--- config.mk ---
export PLATFORM = sky130hd
export DESIGN_NAME = sasq_sequencer
export DESIGN_NICKNAME = d
export VERILOG_FILES = /design/src/include/sasq_pkg.sv /design/src/hdl/sasq_conv_clock.sv /design/src/hdl/sasq_sequencer.sv
export VERILOG_INCLUDE_DIRS = /design/src /design/src/include
export SDC_FILE = /design/constraint.sdc
export NUM_CORES = 1
export LEC_CHECK = 0
export BUFFER_PORTS_ARGS = -buffer_cell sky130_fd_sc_hd__buf_2
export CAP_MARGIN = 30
export CORE_UTILIZATION = 60
export DETAILED_ROUTE_END_ITERATION = 10
export GPL_TIMING_DRIVEN = 1
export HOLD_SLACK_MARGIN = 0.05
export PLACE_DENSITY = 0.75
export SYNTH_ARGS = -nofsm -noshare
export SYNTH_HDL_FRONTEND = slang
export SYNTH_HIERARCHICAL = 1
export SYNTH_SLANG_ARGS = --single-unit
--- constraint.sdc ---
create_clock -name clk -period 2.7 [get_ports clk]
set_clock_uncertainty 0.1 [all_clocks]
set_input_delay 0.54 -clock clk [delete_from_list [all_inputs] [get_ports clk]]
set_output_delay 0.54 -clock clk [all_outputs]
set_load 0.005 [all_outputs]
--- src/include/sasq_regs.svh ---
// timing counts, field positions and reset values of the sampling sequencer
`ifndef SASQ_REGS_SVH
`define SASQ_REGS_SVH

// ----------------------------------------------------------------------------
// clock and timing
// ----------------------------------------------------------------------------
`define SASQ_CLK_PERIOD_NS 4
`define SASQ_CH_TIME_NS 2000
`define SASQ_CH_CYC ((`SASQ_CH_TIME_NS) / (`SASQ_CLK_PERIOD_NS))
`define SASQ_INT_DIV 5'h19
`define SASQ_HOLD_HIGH_CYC 7'h40

// ----------------------------------------------------------------------------
// mode word fields
// ----------------------------------------------------------------------------
`define SASQ_MODE_CNT_LSB 0
`define SASQ_MODE_CNT_MSB 1
`define SASQ_MODE_BANK_BIT 2
`define SASQ_MODE_PDOWN_BIT 3
`define SASQ_MODE_RESET 4'h0

// ----------------------------------------------------------------------------
// result word
// ----------------------------------------------------------------------------
`define SASQ_RES_W 12
`define SASQ_RES_TOP_IDX 4'hB

`endif

--- src/include/sasq_pkg.sv ---
// types shared by the sampling sequencer and its conversion clock
package sasq_pkg;

  // --------------------------------------------------------------------------
  // sequencer states
  // --------------------------------------------------------------------------
  typedef enum logic [1:0] {
    SQ_IDLE = 2'b01,
    SQ_CONV = 2'b10
  } sasq_state_t;

  // --------------------------------------------------------------------------
  // state of the conversion clock selector
  // --------------------------------------------------------------------------
  typedef struct packed {
    logic pin_meta;
    logic pin_sync;
    logic pin_prev;
    logic [6:0] hi_cnt;
    logic [4:0] div_cnt;
    logic int_sel;
    logic tick;
  } sasq_tmr_t;

  // --------------------------------------------------------------------------
  // state of the sequencer
  // --------------------------------------------------------------------------
  typedef struct packed {
    sasq_state_t state;
    logic cs_m;
    logic cs_s;
    logic wr_m;
    logic wr_s;
    logic rd_m;
    logic rd_s;
    logic trg_m;
    logic trg_s;
    logic trg_p;
    logic [3:0] md_m;
    logic [3:0] md_s;
    logic wr_act;
    logic [3:0] md_cap;
    logic [3:0] mode;
    logic rd_act;
    logic [1:0] rd_ptr;
    logic [3:0][11:0] mem;
    logic [11:0] dout;
    logic [11:0] work;
    logic [11:0] dac;
    logic [3:0] bit_idx;
    logic [1:0] ch_idx;
    logic [1:0] seq_last;
    logic seq_bank;
    logic [8:0] ch_cyc;
    logic [10:0] seq_cyc;
    logic hold;
    logic end_n;
  } sasq_seq_t;

endpackage : sasq_pkg

--- src/hdl/sasq_conv_clock.sv ---
// conversion clock: external pin edges or internal divider when the pin sits high
`timescale 1ns/1ps
`include "sasq_regs.svh"

module sasq_conv_clock (
  input wire logic clk,
  input wire logic sys_rst,
  input wire logic conv_clk_pin,
  output logic conv_tick,
  output logic int_clk_sel
);
  import sasq_pkg::*;

  sasq_tmr_t st_r;
  sasq_tmr_t st_nxt;

  // --------------------------------------------------------------------------
  // next state
  // --------------------------------------------------------------------------
  // a pin held high longer than any legal external clock phase selects the
  // internal oscillator; any low level returns to the external clock
  always_comb begin
    st_nxt = st_r;
    st_nxt.pin_meta = conv_clk_pin;
    st_nxt.pin_sync = st_r.pin_meta;
    st_nxt.pin_prev = st_r.pin_sync;
    if (!st_r.pin_sync) begin
      st_nxt.hi_cnt = 7'h00;
      st_nxt.int_sel = 1'b0;
    end else if (st_r.hi_cnt != `SASQ_HOLD_HIGH_CYC) begin
      st_nxt.hi_cnt = st_r.hi_cnt + 7'h01;
    end else begin
      st_nxt.int_sel = 1'b1;
    end
    // internal divider free-runs so the internal rate is ready at once
    if (st_r.div_cnt == `SASQ_INT_DIV - 5'h01) begin
      st_nxt.div_cnt = 5'h00;
    end else begin
      st_nxt.div_cnt = st_r.div_cnt + 5'h01;
    end
    if (st_r.int_sel) begin
      st_nxt.tick = (st_r.div_cnt == `SASQ_INT_DIV - 5'h01);
    end else begin
      st_nxt.tick = st_r.pin_sync & ~st_r.pin_prev;
    end
    if (sys_rst) begin
      st_nxt = '0;
      // pin flops reset to the idle-high level so release shows no false edge
      st_nxt.pin_meta = 1'b1;
      st_nxt.pin_sync = 1'b1;
      st_nxt.pin_prev = 1'b1;
    end
  end

  // --------------------------------------------------------------------------
  // state register
  // --------------------------------------------------------------------------
  always_ff @(posedge clk) begin
    st_r <= st_nxt;
  end

  assign conv_tick = st_r.tick;
  assign int_clk_sel = st_r.int_sel;

  // --------------------------------------------------------------------------
  // checks
  // --------------------------------------------------------------------------
  a_int_clk_select: assert property (@(posedge clk) disable iff (sys_rst)
    (st_r.pin_sync && st_r.hi_cnt == `SASQ_HOLD_HIGH_CYC) |=> int_clk_sel)
    else $error("internal clock not chosen with pin held high");

  a_ext_clk_select: assert property (@(posedge clk) disable iff (sys_rst)
    (!st_r.pin_sync) |=> (!int_clk_sel ##1 (conv_tick == ($past(st_r.pin_sync) & !$past(st_r.pin_prev)))))
    else $error("external clock edge not followed");

endmodule : sasq_conv_clock

--- src/hdl/sasq_sequencer.sv ---
// four-channel simultaneous-sampling sequencer with parallel host port
`timescale 1ns/1ps
`include "sasq_regs.svh"

module sasq_sequencer (
  input wire logic clk,
  input wire logic sys_rst,
  input wire logic cs_n,
  input wire logic wr_n,
  input wire logic rd_n,
  input wire logic sample_trigger_n,
  input wire logic conv_clk_pin,
  input wire logic [1:0] mode_select_bits,
  input wire logic shared_result0_mode2_i,
  input wire logic shared_result1_mode3_i,
  input wire logic cmp_hi,
  output logic [11:0] result_bits_o,
  output logic result_bits_oe,
  output logic end_of_seq_n,
  output logic [11:0] dac_code,
  output logic sample_hold,
  output logic bank_sel,
  output logic [1:0] chan_sel,
  output logic power_down,
  output logic int_clk_sel
);
  import sasq_pkg::*;

  sasq_seq_t st_r;
  sasq_seq_t st_nxt;
  logic conv_tick;
  logic rd_now;
  logic wr_now;
  logic trg_rise;
  logic store;
  logic [11:0] trial;
  logic [10:0] seq_lim;

  // --------------------------------------------------------------------------
  // conversion clock
  // --------------------------------------------------------------------------
  sasq_conv_clock u_conv_clock (
    .clk(clk),
    .sys_rst(sys_rst),
    .conv_clk_pin(conv_clk_pin),
    .conv_tick(conv_tick),
    .int_clk_sel(int_clk_sel)
  );

  // --------------------------------------------------------------------------
  // strobe decode from synchronised pins
  // --------------------------------------------------------------------------
  // select gates both strobes, so a strobe with select high does nothing
  assign rd_now = ~st_r.cs_s & ~st_r.rd_s;
  assign wr_now = ~st_r.cs_s & ~st_r.wr_s;
  assign trg_rise = st_r.trg_s & ~st_r.trg_p;
  assign trial = st_r.work | 12'(12'h001 << st_r.bit_idx);
  // a channel ends on its last bit trial or when its time budget runs out,
  // so a slow external clock cannot stretch a channel past its limit
  assign store = (st_r.state == SQ_CONV) &&
                 ((conv_tick && st_r.bit_idx == 4'h0) || st_r.ch_cyc == 9'(`SASQ_CH_CYC - 1));
  assign seq_lim = 11'(({9'h000, st_r.seq_last} + 11'h001) * 11'(`SASQ_CH_CYC));

  // --------------------------------------------------------------------------
  // next state
  // --------------------------------------------------------------------------
  always_comb begin
    st_nxt = st_r;
    // two-stage synchronisers for every pin except cmp_hi and sys_rst
    st_nxt.cs_m = cs_n;
    st_nxt.cs_s = st_r.cs_m;
    st_nxt.wr_m = wr_n;
    st_nxt.wr_s = st_r.wr_m;
    st_nxt.rd_m = rd_n;
    st_nxt.rd_s = st_r.rd_m;
    st_nxt.trg_m = sample_trigger_n;
    st_nxt.trg_s = st_r.trg_m;
    st_nxt.trg_p = st_r.trg_s;
    st_nxt.md_m = {shared_result1_mode3_i, shared_result0_mode2_i, mode_select_bits};
    st_nxt.md_s = st_r.md_m;

    // mode write: keep the last value seen while both strobes are low and
    // commit it when either one rises
    st_nxt.wr_act = wr_now;
    if (wr_now) begin
      st_nxt.md_cap = st_r.md_s;
    end
    if (st_r.wr_act && !wr_now) begin
      st_nxt.mode = st_r.md_cap;
    end

    // read port: load the word on the falling strobe, advance on release
    st_nxt.rd_act = rd_now;
    if (rd_now && !st_r.rd_act) begin
      st_nxt.dout = st_r.mem[st_r.rd_ptr];
      st_nxt.end_n = 1'b1;
    end
    if (st_r.rd_act && !rd_now) begin
      st_nxt.rd_ptr = st_r.rd_ptr + 2'h1;
    end

    // sequencer
    unique case (st_r.state)
      SQ_IDLE: begin
        // power-down mode does not start conversions
        if (trg_rise && !st_r.mode[`SASQ_MODE_PDOWN_BIT]) begin
          st_nxt.state = SQ_CONV;
          st_nxt.hold = 1'b1;
          st_nxt.seq_last = st_r.mode[`SASQ_MODE_CNT_MSB:`SASQ_MODE_CNT_LSB];
          st_nxt.seq_bank = st_r.mode[`SASQ_MODE_BANK_BIT];
          st_nxt.ch_idx = 2'h0;
          st_nxt.bit_idx = `SASQ_RES_TOP_IDX;
          st_nxt.work = 12'h000;
          st_nxt.dac = 12'h800;
          st_nxt.ch_cyc = 9'h000;
          st_nxt.seq_cyc = 11'h000;
          st_nxt.rd_ptr = 2'h0;
          st_nxt.end_n = 1'b1;
        end
      end
      SQ_CONV: begin
        // trigger edges are simply not looked at here
        st_nxt.ch_cyc = st_r.ch_cyc + 9'h001;
        st_nxt.seq_cyc = st_r.seq_cyc + 11'h001;
        if (conv_tick) begin
          st_nxt.work = cmp_hi ? trial : st_r.work;
          st_nxt.bit_idx = st_r.bit_idx - 4'h1;
          st_nxt.dac = (cmp_hi ? trial : st_r.work) | 12'(12'h001 << (st_r.bit_idx - 4'h1));
        end
        if (store) begin
          st_nxt.mem[st_r.ch_idx] = (conv_tick && cmp_hi) ? trial : st_r.work;
          st_nxt.work = 12'h000;
          st_nxt.bit_idx = `SASQ_RES_TOP_IDX;
          st_nxt.dac = 12'h800;
          st_nxt.ch_cyc = 9'h000;
          if (st_r.ch_idx == st_r.seq_last) begin
            st_nxt.state = SQ_IDLE;
            st_nxt.hold = 1'b0;
            // the end flag falling beats a read clearing it in the same cycle
            st_nxt.end_n = 1'b0;
          end else begin
            st_nxt.ch_idx = st_r.ch_idx + 2'h1;
          end
        end
      end
    endcase

    if (sys_rst) begin
      st_nxt = '0;
      st_nxt.state = SQ_IDLE;
      st_nxt.cs_m = 1'b1;
      st_nxt.cs_s = 1'b1;
      st_nxt.wr_m = 1'b1;
      st_nxt.wr_s = 1'b1;
      st_nxt.rd_m = 1'b1;
      st_nxt.rd_s = 1'b1;
      st_nxt.trg_m = 1'b1;
      st_nxt.trg_s = 1'b1;
      st_nxt.trg_p = 1'b1;
      st_nxt.mode = `SASQ_MODE_RESET;
      st_nxt.bit_idx = `SASQ_RES_TOP_IDX;
      st_nxt.end_n = 1'b1;
    end
  end

  // --------------------------------------------------------------------------
  // state register
  // --------------------------------------------------------------------------
  always_ff @(posedge clk) begin
    st_r <= st_nxt;
  end

  // --------------------------------------------------------------------------
  // outputs
  // --------------------------------------------------------------------------
  // pins driven only while a qualified read is in progress
  assign result_bits_oe = st_r.rd_act & rd_now;
  assign result_bits_o = st_r.dout;
  assign end_of_seq_n = st_r.end_n;
  assign dac_code = st_r.dac;
  assign sample_hold = st_r.hold;
  assign bank_sel = st_r.seq_bank;
  assign chan_sel = st_r.ch_idx;
  assign power_down = st_r.mode[`SASQ_MODE_PDOWN_BIT];

  // --------------------------------------------------------------------------
  // checks
  // --------------------------------------------------------------------------
  a_seq_time_bound: assert property (@(posedge clk) disable iff (sys_rst)
    (st_r.state == SQ_CONV) |-> (st_r.seq_cyc < seq_lim))
    else $error("sequence exceeded its time budget");

  a_trigger_starts: assert property (@(posedge clk) disable iff (sys_rst)
    (st_r.state == SQ_IDLE && trg_rise && !power_down) |=> (st_r.state == SQ_CONV && sample_hold && chan_sel == 2'h0))
    else $error("trigger edge did not start a sequence");

  a_end_flag_falls: assert property (@(posedge clk) disable iff (sys_rst)
    (store && st_r.ch_idx == st_r.seq_last) |=> (!end_of_seq_n && !sample_hold))
    else $error("end flag not low after last conversion");

  a_shared_pins_in: assert property (@(posedge clk) disable iff (sys_rst)
    wr_now |-> !result_bits_oe)
    else $error("data pins driven during a write");

  a_read_word_order: assert property (@(posedge clk) disable iff (sys_rst)
    (rd_now && !st_r.rd_act) |=> (result_bits_o == $past(st_r.mem[st_r.rd_ptr])))
    else $error("read returned the wrong stored word");

  a_trigger_ignored: assert property (@(posedge clk) disable iff (sys_rst)
    (st_r.state == SQ_CONV && trg_rise && !store) |=> (st_r.state == SQ_CONV && $stable(st_r.ch_idx)))
    else $error("trigger disturbed a running sequence");

  a_pointer_wraps: assert property (@(posedge clk) disable iff (sys_rst)
    (st_r.rd_act && !rd_now && st_r.rd_ptr == 2'h3 && !(st_r.state == SQ_IDLE && trg_rise)) |=> (st_r.rd_ptr == 2'h0))
    else $error("read pointer did not wrap after four reads");

  a_pointer_restart: assert property (@(posedge clk) disable iff (sys_rst)
    (st_r.state == SQ_IDLE && trg_rise && !power_down) |=> (st_r.rd_ptr == 2'h0))
    else $error("read pointer not reset by a new conversion");

  a_select_high_hiz: assert property (@(posedge clk) disable iff (sys_rst)
    st_r.cs_s |-> (!result_bits_oe ##1 !st_r.rd_act))
    else $error("data pins driven with select high");

  a_mode_latched: assert property (@(posedge clk) disable iff (sys_rst)
    (st_r.wr_act && !wr_now) |=> (st_r.mode == $past(st_r.md_cap)) ##1 (wr_now || $stable(st_r.mode)))
    else $error("mode not latched on strobe release");

endmodule : sasq_sequencer

==> summary.txt, run 1 <==
Logic synthesis
  • Synth area leaders: dfxtp_1, mux2i_1, nand2_1
  • Mean post-synth cell area: roughly 9.8 µm²
  • Seq/Total Area, Yosys: 0.446
  • Synth area leader: dfxtp_1
  • #FFs+latches synth: approximately 150
  • Yosys Warn Count: 6
  • Cell area after synthesis: just under 7000 µm²
  • Share of the synthesized area in the top cell type: 0.446
  • Post-synth net total: 724
  • Post-synthesis instance total: 698
  • Post-synth EDFFs: 0
  • Synth unique cells: a little over 70
  • Top_reg_cell synth: dfxtp_1
  • Ys async rst share: 0

Setup path
  • Worst path depth: 6
  • CP Cell Sequence: inv_1 -> ha_1 -> nand4bb_1 -> o21ai_2 -> nand3_2 -> mux2i_1
  • Worst Setup End Kind: flop
  • Critical Path Fanout Max: 12
  • Worst setup SP type: flop
  • CP max stage cell: nand3_2
  • Req. time, crit path: a little under 3000 ps
  • R2R cell count: 6
  • Crit path DAT: around 2600 ps
  • Crit path kind: flop to flop
  • Delay-heaviest family, CP: simple AND/OR/NAND/NOR gates
  • CP bufs+invs: 1
  • Max stage delay on crit path: 470 ps

Global route
  • Vias in the first global route: around 4.8k
  • Total track usage: 0.253
  • Total gr overflow: 0
  • Largest net degree at the start of global routing: 82
  • Global-route wire length before repair: ~23000 µm
  • Initial antenna violation count: 0

Finish
  • Synthesis-to-finish area growth: 8.74%
  • # diodes: 0
  • Most frequent cells in the layout: dfxtp_1, nand2_1, mux2i_1
  • Share of cells above drive strength 1: 0.180
  • Fill count: 841
  • Nets: ~730
  • Most common cell after layout, fill and taps aside: dfxtp_1

Timing
  • # setup viols final: 0
  • Fin crit share: 0.858
  • Final worst path period need: around 2300 ps
  • Unrepaired setup endpoints after global routing: false
  • Final hold violations: 0
  • PnR worst setup slack: around 380 ps
  • Pins Over Slew Limit: 0
  • TNS Setup: 0 ps
  • Worst Tran Pin Value: between 800 and 900 ps
  • Max frequency: 432 MHz
  • Max-slew headroom: 0.461

Clocking
  • Clock Path Buffers: 2
  • Clk sinks: 152
  • CTS clk-pin slew, worst paths: 60 ps
  • Post-cts resize count: 0
  • TritonCTS clock tree: built
  • Clk_lat worst skew: 420 ps
  • Cts bufs inserted: 17
  • # H-tree levels: 4
  • Clock root buffer: clkbuf_16
  • Hold-fix buffers, CTS: 0
  • Setup Fix Bufs, Post-CTS: 0

Placed design
  • Pre-CTS setup slack: 399 ps
  • Gp weighted congestion: slightly below 0.9
  • Post-DP HPWL: about 9500 µm
  • IO Port Bufs: between 40 and 50

Routing
  • DR iter-0 viols: between 300 and 400
  • Routed wire length: 13900 µm
  • First drt pass iteration count: 5
  • DR vias: 4969
  • Final ANT Viol Nets: 0
  • DR WL/cell: 16.3 µm
  • DRC: 0
  • Detail-routed via count per cell: roughly 5.8

Worst hold path
  • Hold depth: 2
  • HP Class: input port to flop

Die
  • Initial Utilization: 0.622
  • # rows: 38
  • CORE AREA: between 10000 and 15000 µm²
  • Ports: 44
  • Die width: 109 µm
  • Die height: approximately 110 µm
  • Die Area: ~12000 µm²

Power and ir drop
  • Max VDD drop: a little over 0.0006 V
  • PD cells: ~650 nW/µm²
  • Leakage Power: ~3.1 nW

Status
  • Run status: finished clean

Flow run
  • Maxcap violations: 0
## metal layers
layer  share of wire  global-route usage
met4           0.015               0.102
met3           0.042              0.0777
met1            0.43               0.290
met5               0                   0
met2            0.52               0.437
## worst register-to-register path, delay by kind of cell, from the launching register on
family / cells / cell delay [ps]
AO/OA/AOI/OAI: 1 / 210
multiplexers: 1 / 330
AND/OR/NAND/NOR: 2 / 670
flip-flops: 1 / 370
adder cells (fa/ha/maj): 1 / 400
buffers and inverters: 1 / 160
## synthesized netlist by cell type (11+ instances only)
cell type and instances:
dfxtp_1 152, nand2_1 101, mux2i_1 54, nor3_1 37
a21oi_1 33, buf_4 30, clkbuf_1 24, o21ai_0 20
nor2_1 17, or2_2 15, ha_1 14, inv_1 13
nor2b_1 13, mux4_2 12, xor2_1 12, a21o_1 11
## registers in the layout, indices dropped and copies added (netlist names)
register and count:
st_r 105, end_of_seq_n 1, chan_sel 2, result_bits_o 12
power_down 1, u_conv_clock/conv_tick 1, dac_code 12, u_conv_clock/int_clk_sel 1
bank_sel 1, u_conv_clock/st_r 15, sample_hold 1
## kinds of logic after synthesis
| group | after synthesis | synth area share |
|---|---|---|
| buf+inv | 82 | 0.0706 |
| mux | 66 | 0.119 |
| compound gates | 122 | 0.126 |
| fa+ha+maj | 14 | 0.0257 |
| simple gates | 244 | 0.190 |
| xor+xnor | 18 | 0.0231 |
| flops | 152 | 0.446 |
## per-stage QoR
step | instances | hold slack [ps] | cell area [µm²] | util | power, mW
after floorplan | 698 | 289 | 6830 | - | 2.60
after global placement | 824 | 291 | 6870 | 0.626 | 2.66
after detailed placement | 824 | 296 | 6870 | 0.626 | 2.67
after CTS | 853 | 185 | 7420 | 0.676 | 4.88
after global routing | 853 | 180 | 7420 | 0.676 | 5.02
final | 853 | 199 | 7420 | 0.676 | 4.84
## final cells by class
| cell class | instances | area, µm² | area share |
|---|---|---|---|
| Clock buffer | 26 | 509 | 0.0686 |
| Sequential cell | 152 | 3040 | 0.410 |
| Clock inverter | 3 | 40.0 | 0.00539 |
| Timing Repair Buffer | 55 | 305 | 0.0411 |
| Inverter | 13 | 48.8 | 0.00657 |
| Tap cell | 140 | 175 | 0.0236 |
| Multi-Input combinational cell | 464 | 3300 | 0.445 |
## power by group
group / switching (mW) / internal, mW / leakage, nW
Combinational: 0.203 / 0.103 / 1.65
Sequential: 0.0434 / 2.28 / 1.23
Clock: 0.836 / 1.37 / 0.272
Total: 1.08 / 3.75 / 3.15
## worst paths after layout
check | from | end | slack (ps)
worst max-delay path | st_r[27] | st_r[89] | 380
worst min-delay path | wr_n | st_r[141] | 200
worst max register to register | st_r[27] | st_r[89] | 380
worst min register to register | st_r[141] | st_r[140] | 310
Note: power is estimated with default switching activity, not from simulation.
==> run 2, diff against run 1 <==
--- a/config.mk
+++ b/config.mk
@@ -8,11 +8,11 @@
 export LEC_CHECK = 0
 export BUFFER_PORTS_ARGS = -buffer_cell sky130_fd_sc_hd__buf_2
 export CAP_MARGIN = 30
-export CORE_UTILIZATION = 60
+export CORE_UTILIZATION = 35
 export DETAILED_ROUTE_END_ITERATION = 10
 export GPL_TIMING_DRIVEN = 1
 export HOLD_SLACK_MARGIN = 0.05
-export PLACE_DENSITY = 0.75
+export PLACE_DENSITY = 0.47
 export SYNTH_ARGS = -nofsm -noshare
 export SYNTH_HDL_FRONTEND = slang
 export SYNTH_HIERARCHICAL = 1
==> summary.txt, run 2 (synthesized netlist as in run 1, its figures left out) <==
Finish
  • Synthesis-to-finish area growth: 12.5%
  • Fin cells: 984
  • FF/Latch Area: slightly above 3000 µm²
  • Biggest regs: st_r: 105 flops, u_conv_clock/st_r: 15 flops
  • # diodes: 0
  • Most common cell after layout, fill and taps aside: dfxtp_1
  • Share of cells above drive strength 1: 0.195
  • Multi-input logic area: between 3000 and 4000 µm²
  • Most frequent cells in the layout: dfxtp_1, nand2_1, mux2i_1
  • Max reg flops: 105
  • Post-Layout Inst Area: approximately 7700 µm²
  • Nets: between 700 and 800
  • Fill count: roughly 1.9k
  • Largest Register: st_r

Global route
  • Total track usage: 0.161
  • Total gr overflow: 0
  • Vias in the first global route: about 4.7k
  • Initial antenna violation count: 0
  • Largest net degree at the start of global routing: 49
  • Global-route wire length before repair: between 20000 and 30000 µm

Setup path
  • CP Cell Sequence: ha_1 -> and4bb_4 -> a21oi_1 -> a21oi_2 -> o32ai_1
  • RR Endpoint: st_r[49]
  • Worst setup SP type: flop
  • Reg2reg setup slack: approximately 430 ps
  • Crit path kind: flop to flop
  • CP max stage cell: a21oi_2
  • Critical register-to-register path startpoint: st_r[13]
  • R2R cell count: 5
  • Critical Path Fanout Max: 19
  • Max stage delay on crit path: around 760 ps
  • Crit path DAT: around 2500 ps
  • Req. time, crit path: 2870 ps
  • Worst Setup End Kind: flop

Routing
  • DRC: 0
  • First drt pass iteration count: 5
  • Final ANT Viol Nets: 0
  • Detail-routed via count per cell: 5.00
  • DR WL/cell: around 15 µm
  • DR vias: between 4k and 5k
  • DR iter-0 viols: 248
  • Routed wire length: around 15000 µm

Timing
  • TNS Setup: 0 ps
  • Pins Over Slew Limit: 0
  • Fin crit share: 0.842
  • # setup viols final: 0
  • Unrepaired setup endpoints after global routing: false
  • Final worst path period need: between 2000 and 2500 ps
  • Final hold violations: 0
  • Max-slew headroom: 0.354
  • Worst Tran Pin Value: just under 1000 ps
  • Final hold slack: a little under 200 ps
  • Max frequency: approximately 440 MHz

Power and ir drop
  • Leakage Power: approximately 3.2 nW
  • Power, Total: approximately 5.0 mW
  • Max VDD drop: 0.000427 V
  • PD cells: 657 nW/µm²
  • Int Power: slightly below 4 mW
  • Sw Pwr: roughly 1.2 mW
  • Sequential Power Share: 0.460
  • Switch share: 0.235
  • Part of the power in the clock network: 0.477
  • Combinational Power Share: 0.063

Clocking
  • # H-tree levels: 4
  • Cts bufs inserted: 17
  • Hold-fix buffers, CTS: 0
  • Clk sinks: 152
  • Setup Fix Bufs, Post-CTS: 0
  • Clock root buffer: clkbuf_16
  • Clk_lat worst skew: 420 ps
  • CTS clk-pin slew, worst paths: around 60 ps
  • TritonCTS clock tree: built
  • Clock Path Buffers: 2
  • Post-cts resize count: 0

Die
  • Ports: 44
  • Die width: around 140 µm
  • Die Area: around 20000 µm²
  • Initial Utilization: 0.361
  • Die height: between 100 and 150 µm
  • CORE AREA: roughly 19000 µm²
  • # rows: 50

Placed design
  • Post-DP HPWL: 10700 µm
  • Cell area after placement: 7080 µm²
  • IO Port Bufs: 43
  • DP Cell Count: ~950
  • Gp weighted congestion: approximately 0.81

Flow run
  • Maxcap violations: 0

Worst hold path
  • Hold depth: 2
  • Worst hold path startpoint: conv_clk_pin
  • Hold Crit Endpoint: u_conv_clock/st_r[16]
  • HP Class: input port to flop

Status
  • Run status: finished clean
run 2: cell types whose count changed in the layout (fill, tap and decap cells not counted), moves of 2 or more:
cell,change
bufinv_16,+2
buf_4,+8
clkinvlp_4,+4
clkbuf_8,-4
run 2: final cells by class:
class	instances	area share
multi-input cells	464	0.430
flip-flops and latches	152	0.396
clock buffers	21	0.0586
repair buffers	63	0.0476
well taps	260	0.0423
clock inverters	11	0.0192
inverters	13	0.00635
run 2: worst max-delay path, delay by kind of cell (launching register included):
kind | cells | cell delay (ps)
simple gates | 1 | 300
flops | 1 | 400
compound gates | 3 | 1050
fa+ha+maj | 1 | 270
run 2: how the worst max path moves through the flow:
stage,start,end,cells past startpoint
floorplan,st_r[27],st_r[144],7
global placement,st_r[13],st_r[49],5
detailed placement,st_r[13],st_r[49],5
CTS,st_r[13],st_r[49],5
global route,st_r[13],st_r[20],5
finish,st_r[13],st_r[49],5
run 2: per-stage QoR:
stage	utilization	setup WS, ps
6_report	0.407	425
5_1_grt	0.407	252
4_1_cts	0.407	398
3_5_place_dp	0.375	411
3_3_place_gp	0.375	464
2_1_floorplan	-	729
run 2: power groups by stage:
| stage | Sequential, mW | Clock [mW] | Combinational (mW) |
|---|---|---|---|
| final | 2.32 | 2.41 | 0.318 |
| after floorplan | 2.35 | 0 | 0.241 |
| after detailed placement | 2.37 | 0 | 0.314 |
| after CTS | 2.32 | 2.47 | 0.316 |
| after global placement | 2.37 | 0 | 0.314 |
| after global routing | 2.33 | 2.56 | 0.349 |
run 2: per-layer routing:
layer  part of all wire  track usage  wire [µm]  up-vias
met2               0.48        0.268       7320       95
met4              0.017       0.0634        266        0
li1                   -            -          -     2473
met5                  0            0          0        -
met1               0.47        0.203       7140     2333
met3              0.033       0.0331        502       16
==> run 3, diff against run 2 <==
==> constraint.sdc (replaced) <==
create_clock -name clk -period 2.2 [get_ports clk]
set_clock_uncertainty 0.1 [all_clocks]
set_input_delay 0.44 -clock clk [delete_from_list [all_inputs] [get_ports clk]]
set_output_delay 0.44 -clock clk [all_outputs]
set_load 0.005 [all_outputs]
==> summary.txt, run 3 (synthesized netlist as in run 1, its figures left out) <==
Routing
  • DR vias: slightly below 5k
  • DRC: 0
  • DR WL/cell: 15.5 µm
  • Detail-routed via count per cell: 4.98
  • Final ANT Viol Nets: 0
  • Routed wire length: 15300 µm
  • First drt pass iteration count: 4
  • DR iter-0 viols: about 330

Power and ir drop
  • Power, Total: 6.00 mW
  • Int Power: between 4 and 5 mW
  • Switch share: 0.228
  • PD cells: 780 nW/µm²
  • Part of the power in the clock network: 0.457
  • Combinational Power Share: 0.068
  • Sw Pwr: approximately 1.4 mW
  • Sequential Power Share: 0.475
  • Max VDD drop: ~0.00052 V
  • Leakage Power: 3.23 nW

Timing
  • Max frequency: roughly 500 MHz
  • Final worst path period need: slightly above 2000 ps
  • Final hold violations: 0
  • Final hold slack: 92.9 ps
  • Worst Tran Pin Value: between 500 and 600 ps
  • Fin crit share: 0.921
  • Max-slew headroom: 0.625
  • # setup viols final: 0
  • Pins Over Slew Limit: 0
  • TNS Setup: 0 ps
  • Unrepaired setup endpoints after global routing: false

Placed design
  • Post-DP HPWL: approximately 10000 µm
  • Gp weighted congestion: between 0.8 and 0.9
  • IO Port Bufs: 43
  • DP Cell Count: approximately 960

Setup path
  • CP Cell Sequence: inv_1 -> ha_1 -> nor3b_2 -> a211oi_1 -> buf_4 -> a21bo_2 -> a21oi_1
  • Worst Setup End Kind: flop
  • Critical Path Fanout Max: 7
  • Max stage delay on crit path: 430 ps
  • CP max stage cell: dfxtp_1
  • Crit path DAT: approximately 2300 ps
  • Delay-heaviest family, CP: compound AO/OA/AOI/OAI gates
  • Worst setup SP type: flop
  • Crit path kind: flop to flop
  • CP bufs+invs: 2
  • Req. time, crit path: 2460 ps

Finish
  • # diodes: 0
  • Most common cell after layout, fill and taps aside: dfxtp_1
  • Largest Register: st_r
  • Most frequent cells in the layout: dfxtp_1, nand2_1, mux2i_1
  • Biggest regs: st_r: 105 flops, u_conv_clock/st_r: 15 flops
  • Fin cells: around 1000
  • Max reg flops: approximately 110
  • Share of cells above drive strength 1: 0.197
  • Nets: 743
  • Synthesis-to-finish area growth: 12.8%

Global route
  • Total gr overflow: 0
  • Vias in the first global route: just under 5k
  • Initial antenna violation count: 0
  • Largest net degree at the start of global routing: around 80
  • Total track usage: 0.160
  • Global-route wire length before repair: about 25000 µm

Die
  • Die height: 142 µm
  • Initial Utilization: 0.361
  • Die Area: 20100 µm²
  • Die width: ~140 µm
  • Ports: 44
  • # rows: 50
  • CORE AREA: 18900 µm²

Clocking
  • Clk sinks: 152
  • Clk_lat worst skew: about 430 ps
  • Setup Fix Bufs, Post-CTS: 0
  • Hold-fix buffers, CTS: 0
  • Cts bufs inserted: 17
  • CTS clk-pin slew, worst paths: 60 ps
  • # H-tree levels: 4
  • Post-cts resize count: 0
  • TritonCTS clock tree: built
  • Clock Path Buffers: 2
  • Clock root buffer: clkbuf_16

Status
  • Run status: finished clean

Flow run
  • Maxcap violations: 0

Worst hold path
  • HP Class: input port to flop
==> run 3: cell types whose count changed in the layout (fill, tap and decap cells not counted), sizes merged <==
| cell | before | now |
|---|---|---|
| bufinv | 3 | 2 |
| buf | 63 | 69 |
| clkbuf | 21 | 22 |
| inv | 14 | 13 |
| clkinvlp | 4 | 0 |
==> run 3: path summary, 6_finish.rpt <==
path	startpoint	end	slack (ps)	cells past startpoint
setup / recovery	st_r[27]	st_r[29]	170	7
hold / removal	rd_n	st_r[139]	90	2
setup reg to reg	st_r[27]	st_r[29]	170	7
hold reg to reg	u_conv_clock/st_r[16]	u_conv_clock/st_r[15]	310	1
==> run 3: stage by stage <==
stage          setup slack [ps]   util  instance area [µm²]
6_report                    175  0.407                 7700
5_1_grt                    11.2  0.407                 7700
4_1_cts                     176  0.407                 7690
3_5_place_dp                170  0.379                 7150
3_3_place_gp                215  0.379                 7150
2_1_floorplan               229      -                 6830
==> run 3: area by class of cell <==
type	instances	area, µm²
Clock buffer	22	464
Clock inverter	5	75.1
Fill cell	1913	11200
Inverter	13	48.8
Multi-Input combinational cell	464	3310
Sequential cell	152	3040
Tap cell	260	325
Timing Repair Buffer	69	435
==> run 3: layer usage <==
layer | up-vias | GRT usage | wire (µm)
met1 | 2363 | 0.198 | 7280
met4 | 0 | 0.0764 | 161
met3 | 9 | 0.0280 | 426
met2 | 61 | 0.270 | 7440
li1 | 2474 | - | -
met5 | - | 0 | 0
==> run 3: power by group through the flow <==
stage | Sequential, mW | Clock (mW) | Combinational (mW)
after global placement | 2.91 | 0 | 0.405
after CTS | 2.85 | 2.83 | 0.411
after detailed placement | 2.91 | 0 | 0.409
after global routing | 2.86 | 2.93 | 0.454
after floorplan | 2.89 | 0 | 0.296
final | 2.85 | 2.74 | 0.410
